**src/include/buck_cfg_pkg.sv**
```systemverilog
/*
 * Constants for the buck switcher configuration register bank: register
 * addresses, writable masks, reset values and operating mode codes.
 * Assumes the registers are 24 bits wide and addressed by a 6-bit index.
 */
// Notes on behaviour
// - Buck two normal level, bits 0-4, never reset.
// - Buck two scaling level, bits 5-9, never reset.
// - Buck two standby level, bits 10-14, never reset.
// - Idle max bits 15-18, main reset 1010.
// - Idle min bits 19-22, main reset 1000.
// - Buck two range select bit 23, never reset.
// - Buck three level and spare bits, never reset.
// - Buck three standby level bits 10-14, unreset.
// - Register 26 bits 15-22 zero, bit 23 range.
// - Buck four level and spare bits, never reset.
// - Buck four standby level bits 10-14, unreset.
// - Register 27 bits 15-22 zero, bit 23 range.
// - Buck one mode main reset; hold/off on power-off.
// - Buck one speed resets 01; idle enable clears.
// - Buck two mode main reset; hold/off on power-off.
// - Buck two speed field resets to 01.
// - Multiplier enable clears; factor resets to 100.
// - Current limit disable clears; bits 9,23 zero.
// - Startup sequencer loads modes from mode select.
// - Enabled buck defaults to plain pulse-width modulation.

`default_nettype none

package buck_cfg_pkg;

   // ****************************************************************
   // Register addressing
   // ****************************************************************
   localparam int          ADDR_W       = 6;       // Width of the register index.
   localparam int          DATA_W       = 24;      // Width of every register.
   localparam logic [5:0]  ADDR_LEVELS2 = 6'h19;   // Buck two levels.
   localparam logic [5:0]  ADDR_LEVELS3 = 6'h1A;   // Buck three levels.
   localparam logic [5:0]  ADDR_LEVELS4 = 6'h1B;   // Buck four levels.
   localparam logic [5:0]  ADDR_MODES   = 6'h1C;   // Modes and clock multiplier.

   // ****************************************************************
   // Writable masks
   // ****************************************************************
   localparam logic [23:0] LEVEL_MASK   = 24'h807FFF;  // Bits never reset in level registers.
   localparam logic [23:0] IDLE_MASK    = 24'h7F8000;  // Buck two idle limits.
   localparam logic [23:0] MAIN_MASK    = 24'h7F3DCF;  // Mode register bits on main reset.
   localparam logic [23:0] OFF_MASK     = 24'h00C030;  // Mode register bits on power-off reset.

   // ****************************************************************
   // Reset values
   // ****************************************************************
   localparam logic [23:0] IDLE_RESET   = 24'h450000;  // Max 1010 at 15, min 1000 at 19.
   localparam logic [23:0] MAIN_RESET   = 24'h21284A;  // Mode register main reset image, both modes 1010.
   localparam logic [23:0] LEVEL_INIT   = 24'h000000;  // Power-on value of never-reset bits.

   // ****************************************************************
   // Field positions
   // ****************************************************************
   localparam int          MODE_ONE_LSB = 0;       // Buck one operating mode.
   localparam int          MODE_TWO_LSB = 10;      // Buck two operating mode.
   localparam int          MODE_W       = 4;       // Operating mode width.

   // ****************************************************************
   // Operating mode codes
   // ****************************************************************
   localparam logic [3:0]  MODE_PWM     = 4'hA;    // Pulse-width modulation, no skipping.
   localparam logic [3:0]  MODE_OFF     = 4'h0;    // Switcher disabled.

endpackage : buck_cfg_pkg

`default_nettype wire

```
**src/rtl/buck_switcher_config_regs.sv**
```systemverilog
/*
 * Configuration register bank for bucks one to four: output levels,
 * idle limits, range selects, operating modes and clock multiplier.
 * Assumes a simple synchronous register port driven by the serial
 * control front end, and reset inputs synchronous to clk_i.
 */
`default_nettype none

module buck_switcher_config_regs #(
   parameter int SEL_W = 2                                // Width of the power-up mode select.
) (
   // Clock and logic power-on reset.
   input  wire logic                  clk_i,
   input  wire logic                  rst_n_i,
   // Device resets, active low, synchronous levels.
   input  wire logic                  main_reset_n_i,
   input  wire logic                  power_off_reset_n_i,
   // Startup sequencer.
   input  wire logic                  startup_load_i,
   input  wire logic [SEL_W-1:0]      power_up_mode_select_i,
   // Register port.
   input  wire logic [5:0]            reg_addr_i,
   input  wire logic                  reg_wr_i,
   input  wire logic [23:0]           reg_wdata_i,
   input  wire logic                  reg_rd_i,
   output logic      [23:0]           reg_rdata_o,
   output logic                       reg_rvalid_o,
   output logic                       reg_hit_o,
   // Buck two levels.
   output logic      [4:0]            buck_two_normal_level_o,
   output logic      [4:0]            buck_two_scaling_level_o,
   output logic      [4:0]            buck_two_standby_level_o,
   output logic      [3:0]            buck_two_idle_max_level_o,
   output logic      [4:0]            buck_two_idle_min_level_o,
   output logic                       buck_two_range_select_o,
   // Buck three and four levels.
   output logic      [4:0]            buck_three_normal_level_o,
   output logic      [4:0]            buck_three_standby_level_o,
   output logic                       buck_three_range_select_o,
   output logic      [4:0]            buck_four_normal_level_o,
   output logic      [4:0]            buck_four_standby_level_o,
   output logic                       buck_four_range_select_o,
   // Buck one and two modes.
   output logic      [3:0]            buck_one_operating_mode_o,
   output logic                       buck_one_memory_hold_o,
   output logic                       buck_one_user_off_o,
   output logic      [1:0]            buck_one_scaling_speed_o,
   output logic                       dynamic_idle_enable_o,
   output logic      [3:0]            buck_two_operating_mode_o,
   output logic                       buck_two_memory_hold_o,
   output logic                       buck_two_user_off_o,
   output logic      [1:0]            buck_two_scaling_speed_o,
   // Shared switcher controls.
   output logic                       switcher_clock_multiplier_enable_o,
   output logic      [2:0]            switcher_clock_multiplier_factor_o,
   output logic                       current_limit_disable_o
);

   // ****************************************************************
   // Storage
   // ****************************************************************
   logic [23:0] levels_reg [3];     // Never-reset bits of registers 25, 26 and 27.
   logic [23:0] idle_reg;           // Buck two idle limits.
   logic [23:0] main_reg;           // Mode register bits reset by the main reset.
   logic [23:0] off_reg;            // Mode register bits cleared by the power-off reset.
   logic [23:0] rdata_reg;          // Registered read data.
   logic        rvalid_reg;         // Read answer strobe.
   logic [3:0]  start_one_mode;     // Startup mode for buck one.
   logic [3:0]  start_two_mode;     // Startup mode for buck two.
   logic [23:0] modes_image;        // Mode register as software sees it.
   logic [23:0] read_next;          // Read mux output.

   // Decodes a level register index from an address; three means none.
   function automatic logic [1:0] level_index(input logic [5:0] addr);
      case (addr)
         buck_cfg_pkg::ADDR_LEVELS2: level_index = 2'h0;
         buck_cfg_pkg::ADDR_LEVELS3: level_index = 2'h1;
         buck_cfg_pkg::ADDR_LEVELS4: level_index = 2'h2;
         default:                    level_index = 2'h3;
      endcase
   endfunction

   // True when a write to the mode register is under way.
   function automatic logic modes_write(input logic wr, input logic [5:0] addr);
      modes_write = wr && (addr == buck_cfg_pkg::ADDR_MODES);
   endfunction

   // ****************************************************************
   // Startup defaults
   // ****************************************************************
   buck_startup_defaults #(
      .SEL_W                  (SEL_W)
   ) u_startup (
      .power_up_mode_select_i (power_up_mode_select_i),
      .buck_one_mode_o        (start_one_mode),
      .buck_two_mode_o        (start_two_mode)
   );

   // ****************************************************************
   // Level registers
   // ****************************************************************

   // Never-reset level bits: only the logic power-on sets them, device resets do not.
   for (genvar g = 0; g < 3; g++) begin : g_levels
      always_ff @(posedge clk_i) begin
         if (!rst_n_i) begin
            levels_reg[g] <= buck_cfg_pkg::LEVEL_INIT;
         end else if (reg_wr_i && (level_index(reg_addr_i) == 2'(g))) begin
            // Unused bits are masked off so they keep reading zero.
            levels_reg[g] <= reg_wdata_i & buck_cfg_pkg::LEVEL_MASK;
         end
      end
   end

   // Idle limits of buck two, restored by the main reset.
   always_ff @(posedge clk_i) begin
      if (!rst_n_i || !main_reset_n_i) begin
         idle_reg <= buck_cfg_pkg::IDLE_RESET;
      end else if (reg_wr_i && (reg_addr_i == buck_cfg_pkg::ADDR_LEVELS2)) begin
         idle_reg <= reg_wdata_i & buck_cfg_pkg::IDLE_MASK;
      end
   end

   // ****************************************************************
   // Mode register
   // ****************************************************************

   // Main-reset bits; the startup load overrides a write in the same cycle.
   always_ff @(posedge clk_i) begin
      if (!rst_n_i || !main_reset_n_i) begin
         main_reg <= buck_cfg_pkg::MAIN_RESET;
      end else if (startup_load_i) begin
         main_reg[buck_cfg_pkg::MODE_ONE_LSB +: buck_cfg_pkg::MODE_W] <= start_one_mode;
         main_reg[buck_cfg_pkg::MODE_TWO_LSB +: buck_cfg_pkg::MODE_W] <= start_two_mode;
      end else if (modes_write(reg_wr_i, reg_addr_i)) begin
         main_reg <= reg_wdata_i & buck_cfg_pkg::MAIN_MASK;
      end
   end

   // Memory-hold and user-off bits, cleared by the power-off reset and logic power-on, not by the main reset.
   always_ff @(posedge clk_i) begin
      if (!rst_n_i || !power_off_reset_n_i) begin
         off_reg <= 24'h000000;
      end else if (modes_write(reg_wr_i, reg_addr_i)) begin
         off_reg <= reg_wdata_i & buck_cfg_pkg::OFF_MASK;
      end
   end

   // ****************************************************************
   // Read path
   // ****************************************************************

   // Mode register image; bits 9 and 23 are outside both masks and read zero.
   assign modes_image = (main_reg & buck_cfg_pkg::MAIN_MASK) | (off_reg & buck_cfg_pkg::OFF_MASK);

   // Read mux; unmapped addresses answer zero.
   always_comb begin
      read_next = 24'h000000;
      case (reg_addr_i)
         buck_cfg_pkg::ADDR_LEVELS2: read_next = levels_reg[0] | (idle_reg & buck_cfg_pkg::IDLE_MASK);
         buck_cfg_pkg::ADDR_LEVELS3: read_next = levels_reg[1] & buck_cfg_pkg::LEVEL_MASK;
         buck_cfg_pkg::ADDR_LEVELS4: read_next = levels_reg[2] & buck_cfg_pkg::LEVEL_MASK;
         buck_cfg_pkg::ADDR_MODES:   read_next = modes_image;
         default:                    read_next = 24'h000000;
      endcase
   end

   // Read data is captured on the request and held until the next one.
   always_ff @(posedge clk_i) begin
      if (!rst_n_i) begin
         rdata_reg  <= 24'h000000;
         rvalid_reg <= 1'b0;
      end else begin
         rvalid_reg <= reg_rd_i;
         if (reg_rd_i) begin
            rdata_reg <= read_next;
         end
      end
   end

   assign reg_rdata_o  = rdata_reg;
   assign reg_rvalid_o = rvalid_reg;
   assign reg_hit_o    = (level_index(reg_addr_i) != 2'h3) || (reg_addr_i == buck_cfg_pkg::ADDR_MODES);

   // ****************************************************************
   // Field outputs
   // ****************************************************************
   assign buck_two_normal_level_o            = levels_reg[0][4:0];
   assign buck_two_scaling_level_o           = levels_reg[0][9:5];
   assign buck_two_standby_level_o           = levels_reg[0][14:10];
   assign buck_two_idle_max_level_o          = idle_reg[18:15];
   assign buck_two_idle_min_level_o          = {1'b0, idle_reg[22:19]};
   assign buck_two_range_select_o            = levels_reg[0][23];
   assign buck_three_normal_level_o          = levels_reg[1][4:0];
   assign buck_three_standby_level_o         = levels_reg[1][14:10];
   assign buck_three_range_select_o          = levels_reg[1][23];
   assign buck_four_normal_level_o           = levels_reg[2][4:0];
   assign buck_four_standby_level_o          = levels_reg[2][14:10];
   assign buck_four_range_select_o           = levels_reg[2][23];
   assign buck_one_operating_mode_o          = main_reg[3:0];
   assign buck_one_memory_hold_o             = off_reg[4];
   assign buck_one_user_off_o                = off_reg[5];
   assign buck_one_scaling_speed_o           = main_reg[7:6];
   assign dynamic_idle_enable_o              = main_reg[8];
   assign buck_two_operating_mode_o          = main_reg[13:10];
   assign buck_two_memory_hold_o             = off_reg[14];
   assign buck_two_user_off_o                = off_reg[15];
   assign buck_two_scaling_speed_o           = main_reg[17:16];
   assign switcher_clock_multiplier_enable_o = main_reg[18];
   assign switcher_clock_multiplier_factor_o = main_reg[21:19];
   assign current_limit_disable_o            = main_reg[22];
endmodule // buck_switcher_config_regs

`default_nettype wire

```
**src/rtl/buck_startup_defaults.sv**
```systemverilog
/*
 * Startup defaults for the operating mode fields of bucks one and two,
 * decoded from the power-up mode select inputs.
 * Assumes the mode select inputs are stable while the startup load strobe is high.
 */
`default_nettype none

module buck_startup_defaults #(
   parameter int SEL_W = 2                            // Width of the power-up mode select.
) (
   // Mode select.
   input  wire logic [SEL_W-1:0] power_up_mode_select_i,
   // Default operating modes.
   output logic      [3:0]       buck_one_mode_o,
   output logic      [3:0]       buck_two_mode_o
);

   // ****************************************************************
   // Decode
   // ****************************************************************

   // Picks the mode code for a switcher from its enable.
   function automatic logic [3:0] mode_for(input logic enabled);
      mode_for = enabled ? buck_cfg_pkg::MODE_PWM : buck_cfg_pkg::MODE_OFF;
   endfunction

   // Buck one runs under any nonzero selection, buck two under the top select bit.
   always_comb begin
      buck_one_mode_o = mode_for(|power_up_mode_select_i);
      buck_two_mode_o = mode_for(power_up_mode_select_i[SEL_W-1]);
   end

endmodule // buck_startup_defaults

`default_nettype wire

```
**config.mk**
```make
export PLATFORM = sky130hd
export DESIGN_NAME = buck_switcher_config_regs
export DESIGN_NICKNAME = d
export VERILOG_FILES = /design/src/include/buck_cfg_pkg.sv /design/src/rtl/buck_switcher_config_regs.sv /design/src/rtl/buck_startup_defaults.sv
export SDC_FILE = /design/constraint.sdc
export NUM_CORES = 1
export LEC_CHECK = 0
export BUFFER_PORTS_ARGS = -buffer_cell sky130_fd_sc_hd__buf_2
export CAP_MARGIN = 20
export CORE_UTILIZATION = 45
export CTS_CLUSTER_DIAMETER = 200
export CTS_CLUSTER_SIZE = 10
export DETAILED_ROUTE_END_ITERATION = 7
export PLACE_DENSITY = 0.78
export SLEW_MARGIN = 20
export SYNTH_ARGS = -nofsm -noshare
export SYNTH_HDL_FRONTEND = slang
export SYNTH_HIERARCHICAL = 1
export SYNTH_SLANG_ARGS = --single-unit
```
**constraint.sdc**
```tcl
create_clock -name clk_i -period 1.8 [get_ports clk_i]
set_input_delay 0.27 -clock clk_i [delete_from_list [all_inputs] [get_ports clk_i]]
set_output_delay 0.27 -clock clk_i [all_outputs]
set_load 0.02 [all_outputs]
```
==> After elaboration in Yosys (flattened, before gate mapping) <==
Memory sizes are Yosys's and may differ from the RTL's.
Index checks and enable logic that the tools add are counted.
{ "op_classes": {"magnitude_cmp": 0, "add_sub_neg": 0, "bitwise": 6, "n_shift": 0, "div": 0, "multipliers": 0, "eq_ne": 7, "reduce_logical": 15, "mux": 21} }
{ "op_table": {"columns": ["cell", "n"], "rows": [
  ["$pmux 24 s4", 1],
  ["$mux 16", 3],
  ["$eq 6x5->1 const B", 4],
  ["$or 24x23->24", 1],
  ["$or 23x16->23", 1],
  ["$mux 4", 4],
  ["$mux 14", 1],
  ["$mux 1", 10],
  ["$pmux 2 s3", 1],
  ["$logic_and 1x1->1", 5],
  ["$logic_not 1->1", 3],
  ["$logic_or 1x1->1", 3],
  ["$or 1x1->1", 3],
  ["$eq 2x1->1 const B", 1],
  ["$eq 2x2->1 const B", 1],
  ["$logic_not 2->1", 1],
  ["$mux 2", 1],
  ["$ne 2x2->1 const B", 1],
  ["$reduce_and 2->1", 1],
  ["$reduce_bool 2->1", 1],
  ["$reduce_or 2->1", 1],
  ["$not 1->1", 1]
]} }
{ "totals": {"out_inout_bits": 95, "elab_cells": 56, "inputBits": 39, "register_bits": 55, "ram_bits": 48, "rom_bits": 0, "memories": 1, "latchBits": 0} }
{ "memory_table": {"columns": ["name", "depth", "word_bits", "rd", "rd_clocked_by_memory_dff", "wr", "line_no", "source"], "rows": [
  ["levels_reg", 3, 16, 3, 0, 3, "buck_switcher_config_regs.sv:62", "logic [23:0] levels_reg [3];"]
]} }

==> Logic depth before layout (Yosys ltp) <==
{ "depth": {"depth_word": 9, "depth_mapped": 7, "depth_no_buf": 4} }

==> Modules after synthesis <==
The synthesis kept the hierarchy.
{ "by_module_without_submodules": {"columns": ["mod", "area_each_um2", "n_inst", "cells_each", "seq_area_each_um2"], "rows": [
  ["buck_switcher_config_regs", 4544.4, 1, 411, 2542.4],
  ["buck_startup_defaults", 62.6, 1, 9, 0.0]
]} }

==> Worst setup path after synthesis <==
No wires, ideal clock.
{ "synth_timing": {"kind": "input port to flip-flop", "start": "input port reg_addr_i[5]", "end": "memory levels_reg[2][0] in the netlist's numbering (enable)", "t_arrival_ns": 1.467, "n_path_buf": 2, "path_slack_ns": -0.039, "setup_ns": 0.372, "required_ns": 1.428, "cell_stages": 6, "path_cell_list": "nor4bb_2 and3_1 buf_4 buf_4 nand2_1 nand2_1"} }
{ "synth_rtl": {"columns": ["element", "line_no", "source"], "rows": [
  ["start, declared", "buck_switcher_config_regs.sv:22", "input wire logic [5:0] reg_addr_i,"],
  ["end, declared", "buck_switcher_config_regs.sv:62", null]
]} }

==> Worst setup path in the final report <==
{ "layout_timing": {"start": "input port reg_addr_i[2]", "end": "register rdata_reg[7], in the netlist reg_rdata_o[7]"} }
{ "layout_between": {"elab_chain_cells": 2, "word_cells_on_any_way": 5, "classes_between": "eq/ne: 4; mux: 1"} }
{ "layout_rtl": {"columns": ["element", "line_no", "source"], "rows": [
  ["$eq 6x5->1", "buck_switcher_config_regs.sv:159", "case (reg_addr_i)"],
  ["$pmux 24 s4 (*)", "buck_switcher_config_regs.sv:159", null],
  ["end signal, assigned", "buck_switcher_config_regs.sv:176", "rdata_reg <= read_next;"],
  ["end, declared", "buck_switcher_config_regs.sv:66", "logic [23:0] rdata_reg;"]
]} }
Mark *: on every way between the ends. The rest lies on a longest branch, timed or not.
A chain may end at the register's enable or synchronous reset.

==> key figures <==
Run status
  • Status: complete, no violations

Timing
  • Final Hold Vio Count: 0
  • Max-slew violation count: 0
  • Slack of the critical path: 0.3126 ns
  • Clock Skew: about 0.010 ns
  • RSZ-0062 raised after global routing: no
  • Worst-Margin Slew: 0.6552 ns
  • # setup viols final: 0
  • Crit share post-route: 82.63%
  • Max Clk Rate: 672.3 MHz
  • Relative slew slack: 56.23%
  • Min cycle time layout: about 1.5 ns

Clocking
  • Post-CTS setup buffer count: 0
  • CTS H-tree depth: 3
  • # hold bufs at CTS: 0
  • Cts bufs inserted: 9
  • Root Driver: clkbuf_8
  • Clock Path Buffers: 2
  • TritonCTS Sinks: 103
  • CTS tree: done
  • Clock Latency Late Sink: 0.36 ns
  • Clock transition at path regs: 0.10 ns
  • PostCTS Resize Cnt: 0

Synth
  • Post-Syn Area per Cell: 10.97 um2
  • Synth Register Bits: 103
  • Main synth FF type: dfxtp_1
  • Synth area leaders: edfxtp_1 31%, dfxtp_1 24%, and2_1 6.9%, buf_4 5.4%, o221a_1 3.4%
  • Post-synthesis sequential area ratio: 55.19%
  • Post-Syn Area: 4607 um2
  • Synth top area share: between 30 and 40%
  • FFs w/ async S/R, synth: 0%
  • Ys Warns: 6
  • Leading area contributor after synthesis: edfxtp_1
  • EDFF count, synth: 48
  • Unique masters post-synth: 39
  • Syn Inst Count: between 400 and 500

Setup path
  • Worst R2R Path Depth: 2
  • R2R Path Start: levels_reg[1][14]
  • Worst setup SP type: input port
  • Critical Path Max Stage Delay: slightly above 0.3 ns
  • Worst Path Arrival: around 1.8 ns
  • Required @ worst endpoint: 2.11 ns
  • Worst-path maximum fanout: 22
  • R2r endpoint: reg_rdata_o[14]
  • Critical Path Most Common Cell: buf_4
  • Crit Path Class: input port to flop
  • Critical path's slowest cell: buf_4
  • CP top delay family: simple AND/OR/NAND/NOR gates
  • R2R Setup Slk: a little under 0.7 ns
  • Crit path buffers/inverters: 3
  • CP Capture Type: flop
  • Critical-path cell list: buf_2, buf_4, nand4bb_1, nor3b_2, buf_4, a22o_1, o221a_1

Floorplan
  • Die width: slightly above 100 um
  • Die ar.: 10650 um2
  • Chip height: 103.2 um
  • I/O pin count: 134
  • Initial Utilization: a little under half
  • Core area: 9864 um2
  • Row count: 36

Global routing
  • Largest net degree at the start of global routing: 23
  • Remaining Overflow, GRT: 0
  • Tot GR Track Use: 23.99%
  • Global-route wire length before repair: 18.48 mm
  • Vias in the first global route: 3447
  • Initial antenna violation count: 0

Worst hold path
  • Worst hold endpoint: main_reg[20]
  • Hold Path Depth: 3
  • Hold_sp: reg_wdata_i[20]
  • HP Class: input port to flop

Placed design
  • Placer Congestion: 0.7924
  • Pre-CTS WS: -0.06226 ns
  • I/O Buffers: 132
  • DP Wirelength: 9.287 mm

Detailed routing
  • DRC viols: 0
  • DRT iter0 DRCs: 202
  • Vias per Instance: 5.459
  • Drt wl/cell: 18.52 um
  • DRT antenna net count: 0
  • Total number of vias: 3734
  • Routed WL: 12.67 mm
  • TritonRoute pass-1 iters: 5

Flow run
  • Max-cap violations: 0

Layout
  • Max FFs per register: 48
  • Syn-to-layout area delta: 22.65%
  • Final nets: 584
  • Most common cell after layout, fill and taps aside: buf_2
  • Most frequent cells in the layout: 132 x buf_2, 55 x dfxtp_1, 51 x and2_1
  • Filler Cells Inserted: 805
  • Layout cells sized above 1: 35.27%

Power and ir drop
  • Maximum vdd drop: ~0.38 mV
  • Leak pwr: 2.413 nW
  • Pwr Density: 814.5 nW/um2
  • Total power: 0.004602 W
[worst min-delay path, delay by kind of cell]
kind / cells / cell delay (ns)
simple gates: 1 / 0.05
buf+inv: 1 / 0.09
compound gates: 1 / 0.06
[worst max-delay path by stage]
stage	from	to	slack (ns)	cells after the start
after floorplan	reg_addr_i[5]	levels_reg[1][0]	0.01	6
after global placement	reg_addr_i[2]	reg_rdata_o[12]	0.01	7
after detailed placement	reg_addr_i[2]	reg_rdata_o[7]	-0.06	7
after CTS	reg_addr_i[2]	reg_rdata_o[7]	0.33	7
after global routing	reg_addr_i[2]	reg_rdata_o[16]	0.21	7
final	reg_addr_i[2]	reg_rdata_o[7]	0.31	7
[area by class of cell]
cell class	instances	area (um2)	area share (%)
clock inverters	3	45.04	0.7972
repair buffers	167	960.9	17.01
well taps	133	166.4	2.945
inverters	1	3.754	0.06643
multi-input cells	263	1738	30.76
diodes	1	2.502	0.04429
clock buffers	13	191.4	3.388
flip-flops and latches	103	2542	45.00
[cells by family after synthesis]
kind of cell,Yosys count,share of synthesized area [%]
and+or+nand+nor,154,19.04
DFF,103,55.19
AOI/OAI and AO/OA,94,15.59
buffers and inverters,57,7.795
muxes,10,2.227
other,2,0.1630
[cell usage after synthesis (2+ instances only)]
cell / n
o221a_1: 14
a22oi_1: 10
edfxtp_1: 48
nor3_1: 8
a21oi_1: 12
mux2i_1: 8
nor2b_1: 15
nand3_1: 18
nor3b_1: 2
conb_1: 2
a22o_1: 14
nor2_1: 9
nand4bb_1: 2
o21ai_0: 21
and3_2: 2
clkbuf_1: 10
buf_2: 11
buf_4: 33
and3_1: 2
a221o_1: 14
o31ai_1: 2
mux2_2: 2
dfxtp_1: 55
and2_1: 51
o21ai_1: 2
nand2_1: 37
a31oi_1: 4
[metrics by stage]
step	util (%)	TNS [ns]	hold slack (ns)	instance area, um2	std cells
2_1_floorplan	-	0	0.4004	4621	423
3_3_place_gp	54.86	0	0.4322	5411	667
6_report	57.28	0	0.1332	5650	684
4_1_cts	57.26	0	0.1160	5648	683
5_1_grt	57.26	0	0.1354	5648	683
3_5_place_dp	54.86	-0.3999	0.4416	5411	667
[power by group]
part,internal (W),switching [W]
logic,0.000138,0.000253
clock network,0.000855,0.000804
registers,0.00251,0.0000416
total,0.00350,0.00110
[metal layers]
layer | part of all wire, % | track usage, % | vias to the layer above
met5 | 0 | 0 | -
li1 | - | - | 1747
met1 | 42 | 31.43 | 1779
met2 | 48 | 39.33 | 183
met3 | 7.7 | 4.301 | 25
met4 | 2.3 | 10.08 | 0
Note: power is estimated with default switching activity, not from simulation.
